--- src/design/drs_consts.svh ---
`ifndef DRS_CONSTS_SVH
`define DRS_CONSTS_SVH

// byte offsets on the apb bus
`define DRS_OFF_CONTROL 12'h000
`define DRS_OFF_STATUS 12'h004
`define DRS_OFF_EVENT 12'h008
`define DRS_OFF_MASK 12'h00C
`define DRS_OFF_TIMER 12'h010
`define DRS_OFF_HWCFG 12'h014
`define DRS_OFF_CPU_IRQ_EN 12'h018
`define DRS_OFF_CPU_IRQ 12'h01C
`define DRS_OFF_POWER 12'h020

// control register fields
`define DRS_CTL_DRV_VBUS 0
`define DRS_CTL_CHRG_VBUS 1
`define DRS_CTL_DISCHRG_VBUS 2
`define DRS_CTL_DP_PULLDOWN 3
`define DRS_CTL_DP_PULLUP 4
`define DRS_CTL_DM_PULLDOWN 5
`define DRS_CTL_SRP_SEL 9
`define DRS_CTL_SRP_DET_EN 10
`define DRS_CTL_WIDTH 11

// status / event bit positions
`define DRS_ST_ID 0
`define DRS_ST_A_VBUS_VLD 1
`define DRS_ST_B_SESS_END 2
`define DRS_ST_A_SESS_VLD 3
`define DRS_ST_B_SESS_VLD 4
`define DRS_ST_OVERCUR 5
`define DRS_ST_SE0 6
`define DRS_ST_J 7
`define DRS_ST_SUSPEND 8
`define DRS_ST_WIDTH 9
`define DRS_EV_SRP_DET 9
`define DRS_EV_TIMEOUT 10
`define DRS_EV_WIDTH 11

// hardware configuration and cpu irq fields
`define DRS_HW_PIN_EN 0
`define DRS_HW_EDGE 1
`define DRS_HW_ACT_HIGH 2
`define DRS_CPU_ROLE_BIT 9
`define DRS_RST_HWCFG 3'h0

// timing
`define DRS_CLK_HZ 50000000
`define DRS_TICK_NS 10000
`define DRS_CLK_NS 20
`define DRS_TICK_CYC (`DRS_TICK_NS / `DRS_CLK_NS)
`define DRS_IDLE_US 3000
`define DRS_IDLE_CYC (`DRS_IDLE_US * 1000 / `DRS_CLK_NS)
`define DRS_TIMER_WIDTH 16

`endif

--- src/design/drs_pkg.sv ---
package drs_pkg;

    typedef struct packed {
        logic drv_vbus;
        logic chrg_vbus;
        logic dischrg_vbus;
        logic dp_pulldown;
        logic dp_pullup;
        logic dm_pulldown;
        logic srp_det_en;
        logic srp_sel_dline;
    } drs_phy_ctl_type;

    typedef struct packed {
        logic id;
        logic a_vbus_vld;
        logic b_sess_end;
        logic a_sess_vld;
        logic b_sess_vld;
        logic overcur;
        logic dp;
        logic dm;
        logic vbus_pulse;
        logic dline_pulse;
    } drs_phy_stat_type;

    typedef enum logic [2:0] {
        DRS_AWAKE = 3'b001,
        DRS_SLEEP = 3'b010,
        DRS_WAKING = 3'b100
    } drs_pwr_type;

endpackage

--- src/design/drs_dual_role.sv ---
// What this block does
// - peripheral releases pullup after 3 ms idle
// - suspended host treats SE0 as swap request
// - host connects pullup within 3 ms
// - peripheral waits 30 us, then sees J
// - new host drives reset within 1 ms
// - temporary host stops, may reconnect pullup
// - host drops pullup after 3 ms idle
// - host waits 30 us, confirms J, resets
// - all role inputs visible in event/status
// - one programmable timer for role timeouts
// - timer ticks 0.01 ms, expiry raises event
// - status change latches event, per-bit mask
// - control drives phy, status reports lines
// - shared pin, polarity and edge configurable
// - pin needs mask, role enable, pin enable
// - role enable and summary at bit 9
// - config bit 0 gates the pin
// - power saving only outside a session
// - slow clock keeps wake detection alive
// - masked-in id, b_sess_vld and srp events wake the chip
// - any register access wakes the chip
// - srp detect enable bit 10, select bit 9
// - control bit 4 drives local pullup
//
// Our own choices: the address map and the APB register port.
`include "drs_consts.svh"
`timescale 1ns/100ps
`default_nettype none

module drs_dual_role
(
    input wire logic clk,
    input wire logic reset,
    input wire logic [11:0] paddr,
    input wire logic psel,
    input wire logic penable,
    input wire logic pwrite,
    input wire logic [31:0] pwdata,
    output logic [31:0] prdata,
    output logic pready,
    output logic pslverr,
    input wire drs_pkg::drs_phy_stat_type phy_stat,
    input wire logic host_core_irq,
    input wire logic slow_wake_clock_tick,
    output drs_pkg::drs_phy_ctl_type phy_ctl,
    output logic shared_irq_pin,
    output logic power_down,
    output logic local_dp_pullup
);

    logic [`DRS_CTL_WIDTH-1:0] dual_role_control_reg_r;
    logic [`DRS_ST_WIDTH-1:0] dual_role_status_reg_r;
    logic [`DRS_EV_WIDTH-1:0] dual_role_event_reg_r;
    logic [`DRS_EV_WIDTH-1:0] dual_role_event_reg_nxt;
    logic [`DRS_EV_WIDTH-1:0] dual_role_event_mask_reg_r;
    logic [`DRS_TIMER_WIDTH-1:0] dual_role_tick_timer_r;
    logic [15:0] tick_div_r;
    logic [2:0] host_hw_config_reg_r;
    logic cpu_irq_enable_reg_r;
    logic [21:0] idle_cnt_r;
    logic se0_suspended_r;
    logic vbus_pulse_d_r;
    logic dline_pulse_d_r;
    logic irq_d_r;
    logic [31:0] prdata_r;
    logic [`DRS_EV_WIDTH-1:0] wake_mask_r;
    drs_pkg::drs_pwr_type pwr_r;
    drs_pkg::drs_pwr_type pwr_nxt;
    logic pready_r;

    // writes land on the edge that samples pready high, not one edge earlier
    wire wr_en = psel && penable && pwrite && pready_r;
    wire rd_en = psel && penable && !pwrite;
    wire hit_ctl = paddr == `DRS_OFF_CONTROL;
    wire hit_st = paddr == `DRS_OFF_STATUS;
    wire hit_ev = paddr == `DRS_OFF_EVENT;
    wire hit_mask = paddr == `DRS_OFF_MASK;
    wire hit_tmr = paddr == `DRS_OFF_TIMER;
    wire hit_hw = paddr == `DRS_OFF_HWCFG;
    wire hit_cen = paddr == `DRS_OFF_CPU_IRQ_EN;
    wire hit_cirq = paddr == `DRS_OFF_CPU_IRQ;
    wire hit_pwr = paddr == `DRS_OFF_POWER;
    wire hit_any = hit_ctl | hit_st | hit_ev | hit_mask | hit_tmr | hit_hw | hit_cen
        | hit_cirq | hit_pwr;

    // bus activity means no SE0 and no idle J held; simple line-state monitor
    wire se0_now = !phy_stat.dp && !phy_stat.dm;
    wire j_now = phy_stat.dp && !phy_stat.dm;
    wire idle_3ms = idle_cnt_r >= 22'(`DRS_IDLE_CYC);
    wire in_session = phy_stat.a_sess_vld || phy_stat.b_sess_vld;

    wire [`DRS_ST_WIDTH-1:0] status_now = {idle_3ms, j_now, se0_now,
        phy_stat.overcur, phy_stat.b_sess_vld, phy_stat.a_sess_vld,
        phy_stat.b_sess_end, phy_stat.a_vbus_vld, phy_stat.id};

    // srp detect: method selected by bit 9, enabled by bit 10
    wire srp_src = dual_role_control_reg_r[`DRS_CTL_SRP_SEL] ?
        (phy_stat.dline_pulse && !dline_pulse_d_r) : (phy_stat.vbus_pulse && !vbus_pulse_d_r);
    wire srp_evt = dual_role_control_reg_r[`DRS_CTL_SRP_DET_EN] && srp_src;

    wire tick = tick_div_r == 16'(`DRS_TICK_CYC - 1);
    wire timer_fire = tick && dual_role_tick_timer_r == 16'h0001;

    wire [`DRS_EV_WIDTH-1:0] ev_set = {timer_fire, srp_evt,
        status_now ^ dual_role_status_reg_r};
    wire [`DRS_EV_WIDTH-1:0] ev_clr = (wr_en && hit_ev) ?
        pwdata[`DRS_EV_WIDTH-1:0] : {`DRS_EV_WIDTH{1'b0}};

    always_comb
    begin
        // set wins over a simultaneous write-one-to-clear
        dual_role_event_reg_nxt = (dual_role_event_reg_r & ~ev_clr) | ev_set;
    end

    wire role_pending = |(dual_role_event_reg_r & dual_role_event_mask_reg_r);
    wire role_summary = role_pending;
    wire irq_active = ((role_summary && cpu_irq_enable_reg_r) || host_core_irq)
        && host_hw_config_reg_r[`DRS_HW_PIN_EN];
    wire irq_edge_mode = host_hw_config_reg_r[`DRS_HW_EDGE];
    wire irq_raw = irq_edge_mode ? (irq_active && !irq_d_r) : irq_active;
    // wake events: id change, b_sess_vld change, srp, using mask latched at sleep entry
    wire wake_evt = |(ev_set & wake_mask_r & {1'b0, 1'b1, 4'h0, 1'b1, 3'h0, 1'b1});
    wire sleep_req = wr_en && hit_pwr && pwdata[0];

    always_comb
    begin
        pwr_nxt = pwr_r;
        case (pwr_r)
            drs_pkg::DRS_AWAKE:
                if (sleep_req && !in_session)
                    pwr_nxt = drs_pkg::DRS_SLEEP;
            drs_pkg::DRS_SLEEP:
                // any bus access, or a masked-in id, b_sess_vld or srp event on a slow tick, restarts the clocks
                if (psel || (slow_wake_clock_tick && wake_evt))
                    pwr_nxt = drs_pkg::DRS_WAKING;
            drs_pkg::DRS_WAKING:
                pwr_nxt = drs_pkg::DRS_AWAKE;
            default:
                pwr_nxt = drs_pkg::DRS_AWAKE;
        endcase
    end

    wire [31:0] rd_mux =
        hit_ctl ? 32'(dual_role_control_reg_r) :
        hit_st ? 32'(dual_role_status_reg_r) :
        hit_ev ? 32'(dual_role_event_reg_r) :
        hit_mask ? 32'(dual_role_event_mask_reg_r) :
        hit_tmr ? 32'(dual_role_tick_timer_r) :
        hit_hw ? 32'(host_hw_config_reg_r) :
        hit_cen ? (32'(cpu_irq_enable_reg_r) << `DRS_CPU_ROLE_BIT) :
        hit_cirq ? (32'(role_summary) << `DRS_CPU_ROLE_BIT) :
        hit_pwr ? 32'(pwr_r == drs_pkg::DRS_SLEEP) : 32'h00000000;

    always_ff @(posedge clk)
    begin
        if (reset)
        begin
            dual_role_control_reg_r <= 11'h000;
            dual_role_event_mask_reg_r <= 11'h000;
            host_hw_config_reg_r <= `DRS_RST_HWCFG;
            cpu_irq_enable_reg_r <= 1'b0;
        end
        else if (wr_en)
        begin
            if (hit_ctl)
                dual_role_control_reg_r <= pwdata[`DRS_CTL_WIDTH-1:0];
            if (hit_mask)
                dual_role_event_mask_reg_r <= pwdata[`DRS_EV_WIDTH-1:0];
            if (hit_hw)
                host_hw_config_reg_r <= pwdata[2:0];
            if (hit_cen)
                cpu_irq_enable_reg_r <= pwdata[`DRS_CPU_ROLE_BIT];
        end
    end

    always_ff @(posedge clk)
    begin
        if (reset)
        begin
            dual_role_status_reg_r <= 9'h000;
            dual_role_event_reg_r <= 11'h000;
            vbus_pulse_d_r <= 1'b0;
            dline_pulse_d_r <= 1'b0;
        end
        else
        begin
            dual_role_status_reg_r <= status_now;
            dual_role_event_reg_r <= dual_role_event_reg_nxt;
            vbus_pulse_d_r <= phy_stat.vbus_pulse;
            dline_pulse_d_r <= phy_stat.dline_pulse;
        end
    end

    // timer: a write loads and restarts; zero stops it
    always_ff @(posedge clk)
    begin
        if (reset)
        begin
            dual_role_tick_timer_r <= 16'h0000;
            tick_div_r <= 16'h0000;
        end
        else if (wr_en && hit_tmr)
        begin
            dual_role_tick_timer_r <= pwdata[`DRS_TIMER_WIDTH-1:0];
            tick_div_r <= 16'h0000;
        end
        else
        begin
            tick_div_r <= tick ? 16'h0000 : tick_div_r + 16'h0001;
            if (tick && dual_role_tick_timer_r != 16'h0000)
                dual_role_tick_timer_r <= dual_role_tick_timer_r - 16'h0001;
        end
    end

    // idle monitor: counts cycles with the J and SE0 status bits held without change
    always_ff @(posedge clk)
    begin
        if (reset)
        begin
            idle_cnt_r <= 22'h000000;
            se0_suspended_r <= 1'b0;
        end
        else
        begin
            if (status_now[`DRS_ST_J:`DRS_ST_SE0] != dual_role_status_reg_r[`DRS_ST_J:`DRS_ST_SE0])
                idle_cnt_r <= 22'h000000;
            else if (!idle_3ms)
                idle_cnt_r <= idle_cnt_r + 22'h000001;
            // SE0 after suspend reads as swap request, not disconnect
            se0_suspended_r <= idle_3ms && se0_now;
        end
    end

    always_ff @(posedge clk)
    begin
        if (reset)
        begin
            pwr_r <= drs_pkg::DRS_AWAKE;
            wake_mask_r <= 11'h000;
            irq_d_r <= 1'b0;
            prdata_r <= 32'h00000000;
            shared_irq_pin <= 1'b1;
        end
        else
        begin
            pwr_r <= pwr_nxt;
            if (pwr_r == drs_pkg::DRS_AWAKE && pwr_nxt == drs_pkg::DRS_SLEEP)
                wake_mask_r <= dual_role_event_mask_reg_r;
            irq_d_r <= irq_active;
            if (rd_en && !pready_r)
                prdata_r <= rd_mux;
            // default polarity is active low
            shared_irq_pin <= host_hw_config_reg_r[`DRS_HW_ACT_HIGH] ? irq_raw : !irq_raw;
        end
    end

    // handshake in the access phase: one wait state gives registered read data
    always_ff @(posedge clk)
    begin
        if (reset)
            pready_r <= 1'b0;
        else
            pready_r <= psel && penable && !pready_r;
    end

    assign pready = pready_r;
    assign pslverr = pready_r && !hit_any;
    assign prdata = prdata_r;
    assign power_down = pwr_r == drs_pkg::DRS_SLEEP;
    // software runs the role swap through bit 4; SE0 swap request has no status bit of its own, only the SE0 and suspend bits
    assign local_dp_pullup = dual_role_control_reg_r[`DRS_CTL_DP_PULLUP];
    assign phy_ctl = '{
        drv_vbus: dual_role_control_reg_r[`DRS_CTL_DRV_VBUS] && !power_down,
        chrg_vbus: dual_role_control_reg_r[`DRS_CTL_CHRG_VBUS],
        dischrg_vbus: dual_role_control_reg_r[`DRS_CTL_DISCHRG_VBUS],
        dp_pulldown: dual_role_control_reg_r[`DRS_CTL_DP_PULLDOWN],
        dp_pullup: dual_role_control_reg_r[`DRS_CTL_DP_PULLUP],
        dm_pulldown: dual_role_control_reg_r[`DRS_CTL_DM_PULLDOWN],
        srp_det_en: dual_role_control_reg_r[`DRS_CTL_SRP_DET_EN],
        srp_sel_dline: dual_role_control_reg_r[`DRS_CTL_SRP_SEL]
    };

endmodule

`default_nettype wire

--- config.mk ---
export PLATFORM = sky130hd
export DESIGN_NAME = drs_dual_role
export DESIGN_NICKNAME = d
export VERILOG_FILES = /design/src/design/drs_pkg.sv /design/src/design/drs_dual_role.sv
export VERILOG_INCLUDE_DIRS = /design/src /design/src/design
export SDC_FILE = /design/constraint.sdc
export NUM_CORES = 1
export LEC_CHECK = 0
export BUFFER_PORTS_ARGS = -buffer_cell sky130_fd_sc_hd__buf_2
export CAP_MARGIN = 20
export CORE_ASPECT_RATIO = 1.5
export CORE_MARGIN = 2
export CORE_UTILIZATION = 60
export CTS_BUF_LIST = sky130_fd_sc_hd__clkbuf_8
export DETAILED_ROUTE_END_ITERATION = 8
export PLACE_DENSITY = 0.84
export SYNTH_ARGS = -nofsm -noshare
export SYNTH_HDL_FRONTEND = slang
export SYNTH_SLANG_ARGS = --single-unit
--- constraint.sdc ---
create_clock -name clk -period 2.9 [get_ports clk]
set_input_delay 0.435 -clock clk [delete_from_list [all_inputs] [get_ports clk]]
set_output_delay 0.435 -clock clk [all_outputs]
set_load 0.01 [all_outputs]
==> summary.md <==
| Metric | Value |
|---|---|
| Sequential power share | `0.540` |
| Area fraction of the dominant cell type after synthesis | `0.402` |
| Final HPWL DP | `roughly 12 mm` |
| # nets final | `about 890` |
| CP Data Arrival Time | `~1900 ps` |
| Synth Area in Compound Gates | `0.171` |
| Share of cells above drive strength 1 | `0.154` |
| Status | `complete, no violations` |
| Layout Skew | `between 9 and 10 ps` |
| H-tree levels | `4` |
| Dominant cell type by area after synthesis | `dfxtp_1` |
| FP Rows | `between 40 and 50` |
| FF/Latch Area | `between 2000 and 3000 um^2` |
| Dominant cells by area after synthesis | `dfxtp_1, a21oi_1, nor2_1` |
| Max Buffers Root-to-Sink | `2` |
| Count of cell types in the netlist | `61` |
| GRT overflow | `0` |
| All-Layer GR Usage | `0.307` |
| Sw Pwr | `0.827 mW` |
| Port bufs | `73` |
| Hold WC Path Type | `input port to flip-flop` |
| Asr flop ratio synth | `0` |
| Total power | `3.34 mW` |
| WL/cell | `17.4 um` |
| Drt first pass iters | `5` |
| Antenna violations before repair | `0` |
| PwrDens | `roughly 480 nW/um^2` |
| Routed Antenna Nets | `0` |
| Max cap viols | `0` |
| Post-CTS Resized | `0` |
| Cells after Synth | `764` |
| YS warnings | `0` |
| Width of the die | `87.8 um` |
| First-pass GRT wire length | `about 27 mm` |
| Clock period minus worst slack | `approximately 2400 ps` |
| Crit path max fanout | `11` |
| Largest net degree at the start of global routing | `between 40 and 50` |
| # DRC | `0` |
| Post-Place Setup Slack | `roughly 440 ps` |
| Pleak | `approximately 2.6 nW` |
| Num CTS Buffers | `17` |
| Hold Startpoint | `phy_stat[3]` |
| Post-synthesis simple-gate area fraction | `0.250` |
| Clock share of power | `0.397` |
| Final hold vios | `0` |
| Tcrit/Tclk final | `0.820` |
| Worst slew pin tran | `between 800 and 900 ps` |
| Xor-xnor portion of the synthesized cell area | `0.0568` |
| Worst-path clk slew | `roughly 70 ps` |
| Worst r2r src | `tick_div_r[0]` |
| Initial core utilization | `0.620` |
| Vias in the first global route | `5740` |
| Critical path class | `input port to output pin` |
| N_diodes | `0` |
| Register bit total from synthesis | `127` |
| RSZ-0062 raised after global routing | `no` |
| Core ar. | `slightly above 10000 um^2` |
| Hold buffers post-CTS | `0` |
| I/O pin count | `106` |
| Routability cong. | `0.982` |
| Fin Setup TNS | `0 ps` |
| Via density | `6.19` |
| Postcts setup bufs | `0` |
| Largest family of logic cells by synthesized area | `simple AND/OR/NAND/NOR gates` |
| Multi-input logic area | `about 3400 um^2` |
| Peak supply drop | `between 300 and 400 uV` |
| Root buf cell | `clkbuf_8` |
| Worst r2r dst | `dual_role_tick_timer_r[10]` |
| Worst rel slew slack | `0.449` |
| Syn avg cell area | `between 8 and 9 um^2` |
| Latest clock arrival within the worst-skew pair | `between 400 and 500 ps` |
| Critical path destination | `pslverr` |
| Max Fclk | `~420 MHz` |
| Final slew viol count | `0` |
| Synth-to-Final Area Change | `11.1%` |
| Initial DRC Count | `500` |
| Seq/Total Area, Yosys | `0.402` |
| CP startpoint | `paddr[4]` |
| Placed Instances | `~940` |
| Net Sw Frac | `0.248` |
| Worst Reg-to-Reg Cells | `6` |
| Post-synthesis mux area share | `0.0384` |
| Worst setup EP type | `output pin` |
| Finished Layout Cells | `between 900 and 1000` |
| Routed vias | `6017` |
| Most used flip-flop cell after synthesis | `dfxtp_1` |
| Count leader, synth | `dfxtp_1` |
| Die area | `about 11000 um^2` |
| Top post-synthesis cells by count | `dfxtp_1, nor2_1, a21oi_1` |
| Number of synthesized flops with an enable pin | `0` |
| Reg2reg setup slack | `about 610 ps` |
| Adder-cell share of the synthesized area | `0.00990` |
| Mapped Area | `around 6300 um^2` |
| Final WL | `17.0 mm` |
| P_int | `about 2.5 mW` |
| Logic gate share of total power | `0.063` |
| Fillers | `825` |
| CP Launch Type | `input port` |
| CTS Sinks | `about 130` |
| CTS tree | `yes` |
| Worst endpoint required time | `2470 ps` |
| Die Y-Extent | `between 100 and 150 um` |
| Final Setup Violations | `0` |
| Setup ws final | `521 ps` |
cell families after synthesis:
logic type      after synthesis
compound gates              176
buf+inv                      92
other cells                   1
flops                       127
simple gates                298
mux                          24
fa+ha+maj                     5
xor+xnor                     41
per-stage QoR:
stage / area [um^2] / util / hold slack (ps)
2_1_floorplan: 6370 / - / 420
3_3_place_gp: 6690 / 0.657 / 435
3_5_place_dp: 6690 / 0.657 / 443
4_1_cts: 7020 / 0.689 / 178
5_1_grt: 7020 / 0.689 / 197
6_report: 7020 / 0.689 / 202
power by group through the flow:
stage / registers, mW / clock network, mW / logic [mW]
floorplan: 1.83 / 0 / 0.128
global placement: 1.84 / 0 / 0.199
detailed placement: 1.84 / 0 / 0.206
CTS: 1.80 / 1.34 / 0.207
global route: 1.80 / 1.42 / 0.231
finish: 1.80 / 1.33 / 0.212
worst min path at each step:
stage                                      to  slack (ps)  depth (start not counted)
floorplan                      idle_cnt_r[20]         420                          1
global placement               idle_cnt_r[21]         430                          1
detailed placement             idle_cnt_r[21]         440                          1
CTS                 dual_role_status_reg_r[6]         180                          2
global route        dual_role_status_reg_r[7]         200                          2
finish              dual_role_status_reg_r[6]         200                          2
sequential cells by signal, indices dropped and copies added, names as in the netlist:
signal,count
dual_role_status_reg_r,9
idle_cnt_r,22
cpu_irq_enable_reg_r,1
tick_div_r,16
host_hw_config_reg_r,3
irq_d_r,1
wake_mask_r,3
dual_role_event_reg_r,11
dline_pulse_d_r,1
vbus_pulse_d_r,1
pwr_r,3
shared_irq_pin,1
prdata,16
pready,1
dual_role_tick_timer_r,16
dual_role_control_reg_r,11
dual_role_event_mask_reg_r,11
routing by layer:
layer	vias to the layer above	share of wire	GRT usage
li1	2825	-	-
met1	2868	0.38	0.358
met2	280	0.51	0.533
met3	44	0.078	0.0637
met4	0	0.029	0.139
met5	-	0	0
critical path, stage by stage:
cell	delay (ps)
buf_2	130
nor4_4	500
and2_1	430
o21ai_0	150
nand2_1	80
a31oi_1	40
buf_2	170
cell usage in the layout (no fill, tap or decap), types with 7 or more instances in the layout:
cell,n
dfxtp_1,127
nor2_1,73
buf_2,73
a21oi_1,65
nand3_1,53
nand2_1,47
inv_1,30
xor2_1,25
nor3_1,22
mux2i_1,22
o21ai_0,22
o21ai_1,21
clkbuf_8,18
xnor2_1,16
conb_1,16
buf_4,15
nand4_1,14
nor2b_1,14
or4_1,11
and3_1,10
o31ai_1,9
nor4_1,8
and2_1,8
a21o_1,8
or3_1,8
a22oi_1,7
and4_1,7
a211oi_1,7
a221oi_1,7
cell type report:
type	count	area share
multi-input cells	560	0.484
flip-flops and latches	127	0.362
repair buffers	88	0.0681
clock buffers	18	0.0353
well taps	141	0.0251
inverters	26	0.0139
clock inverters	12	0.0118
No activity file was read; power rests on OpenSTA's default activity.
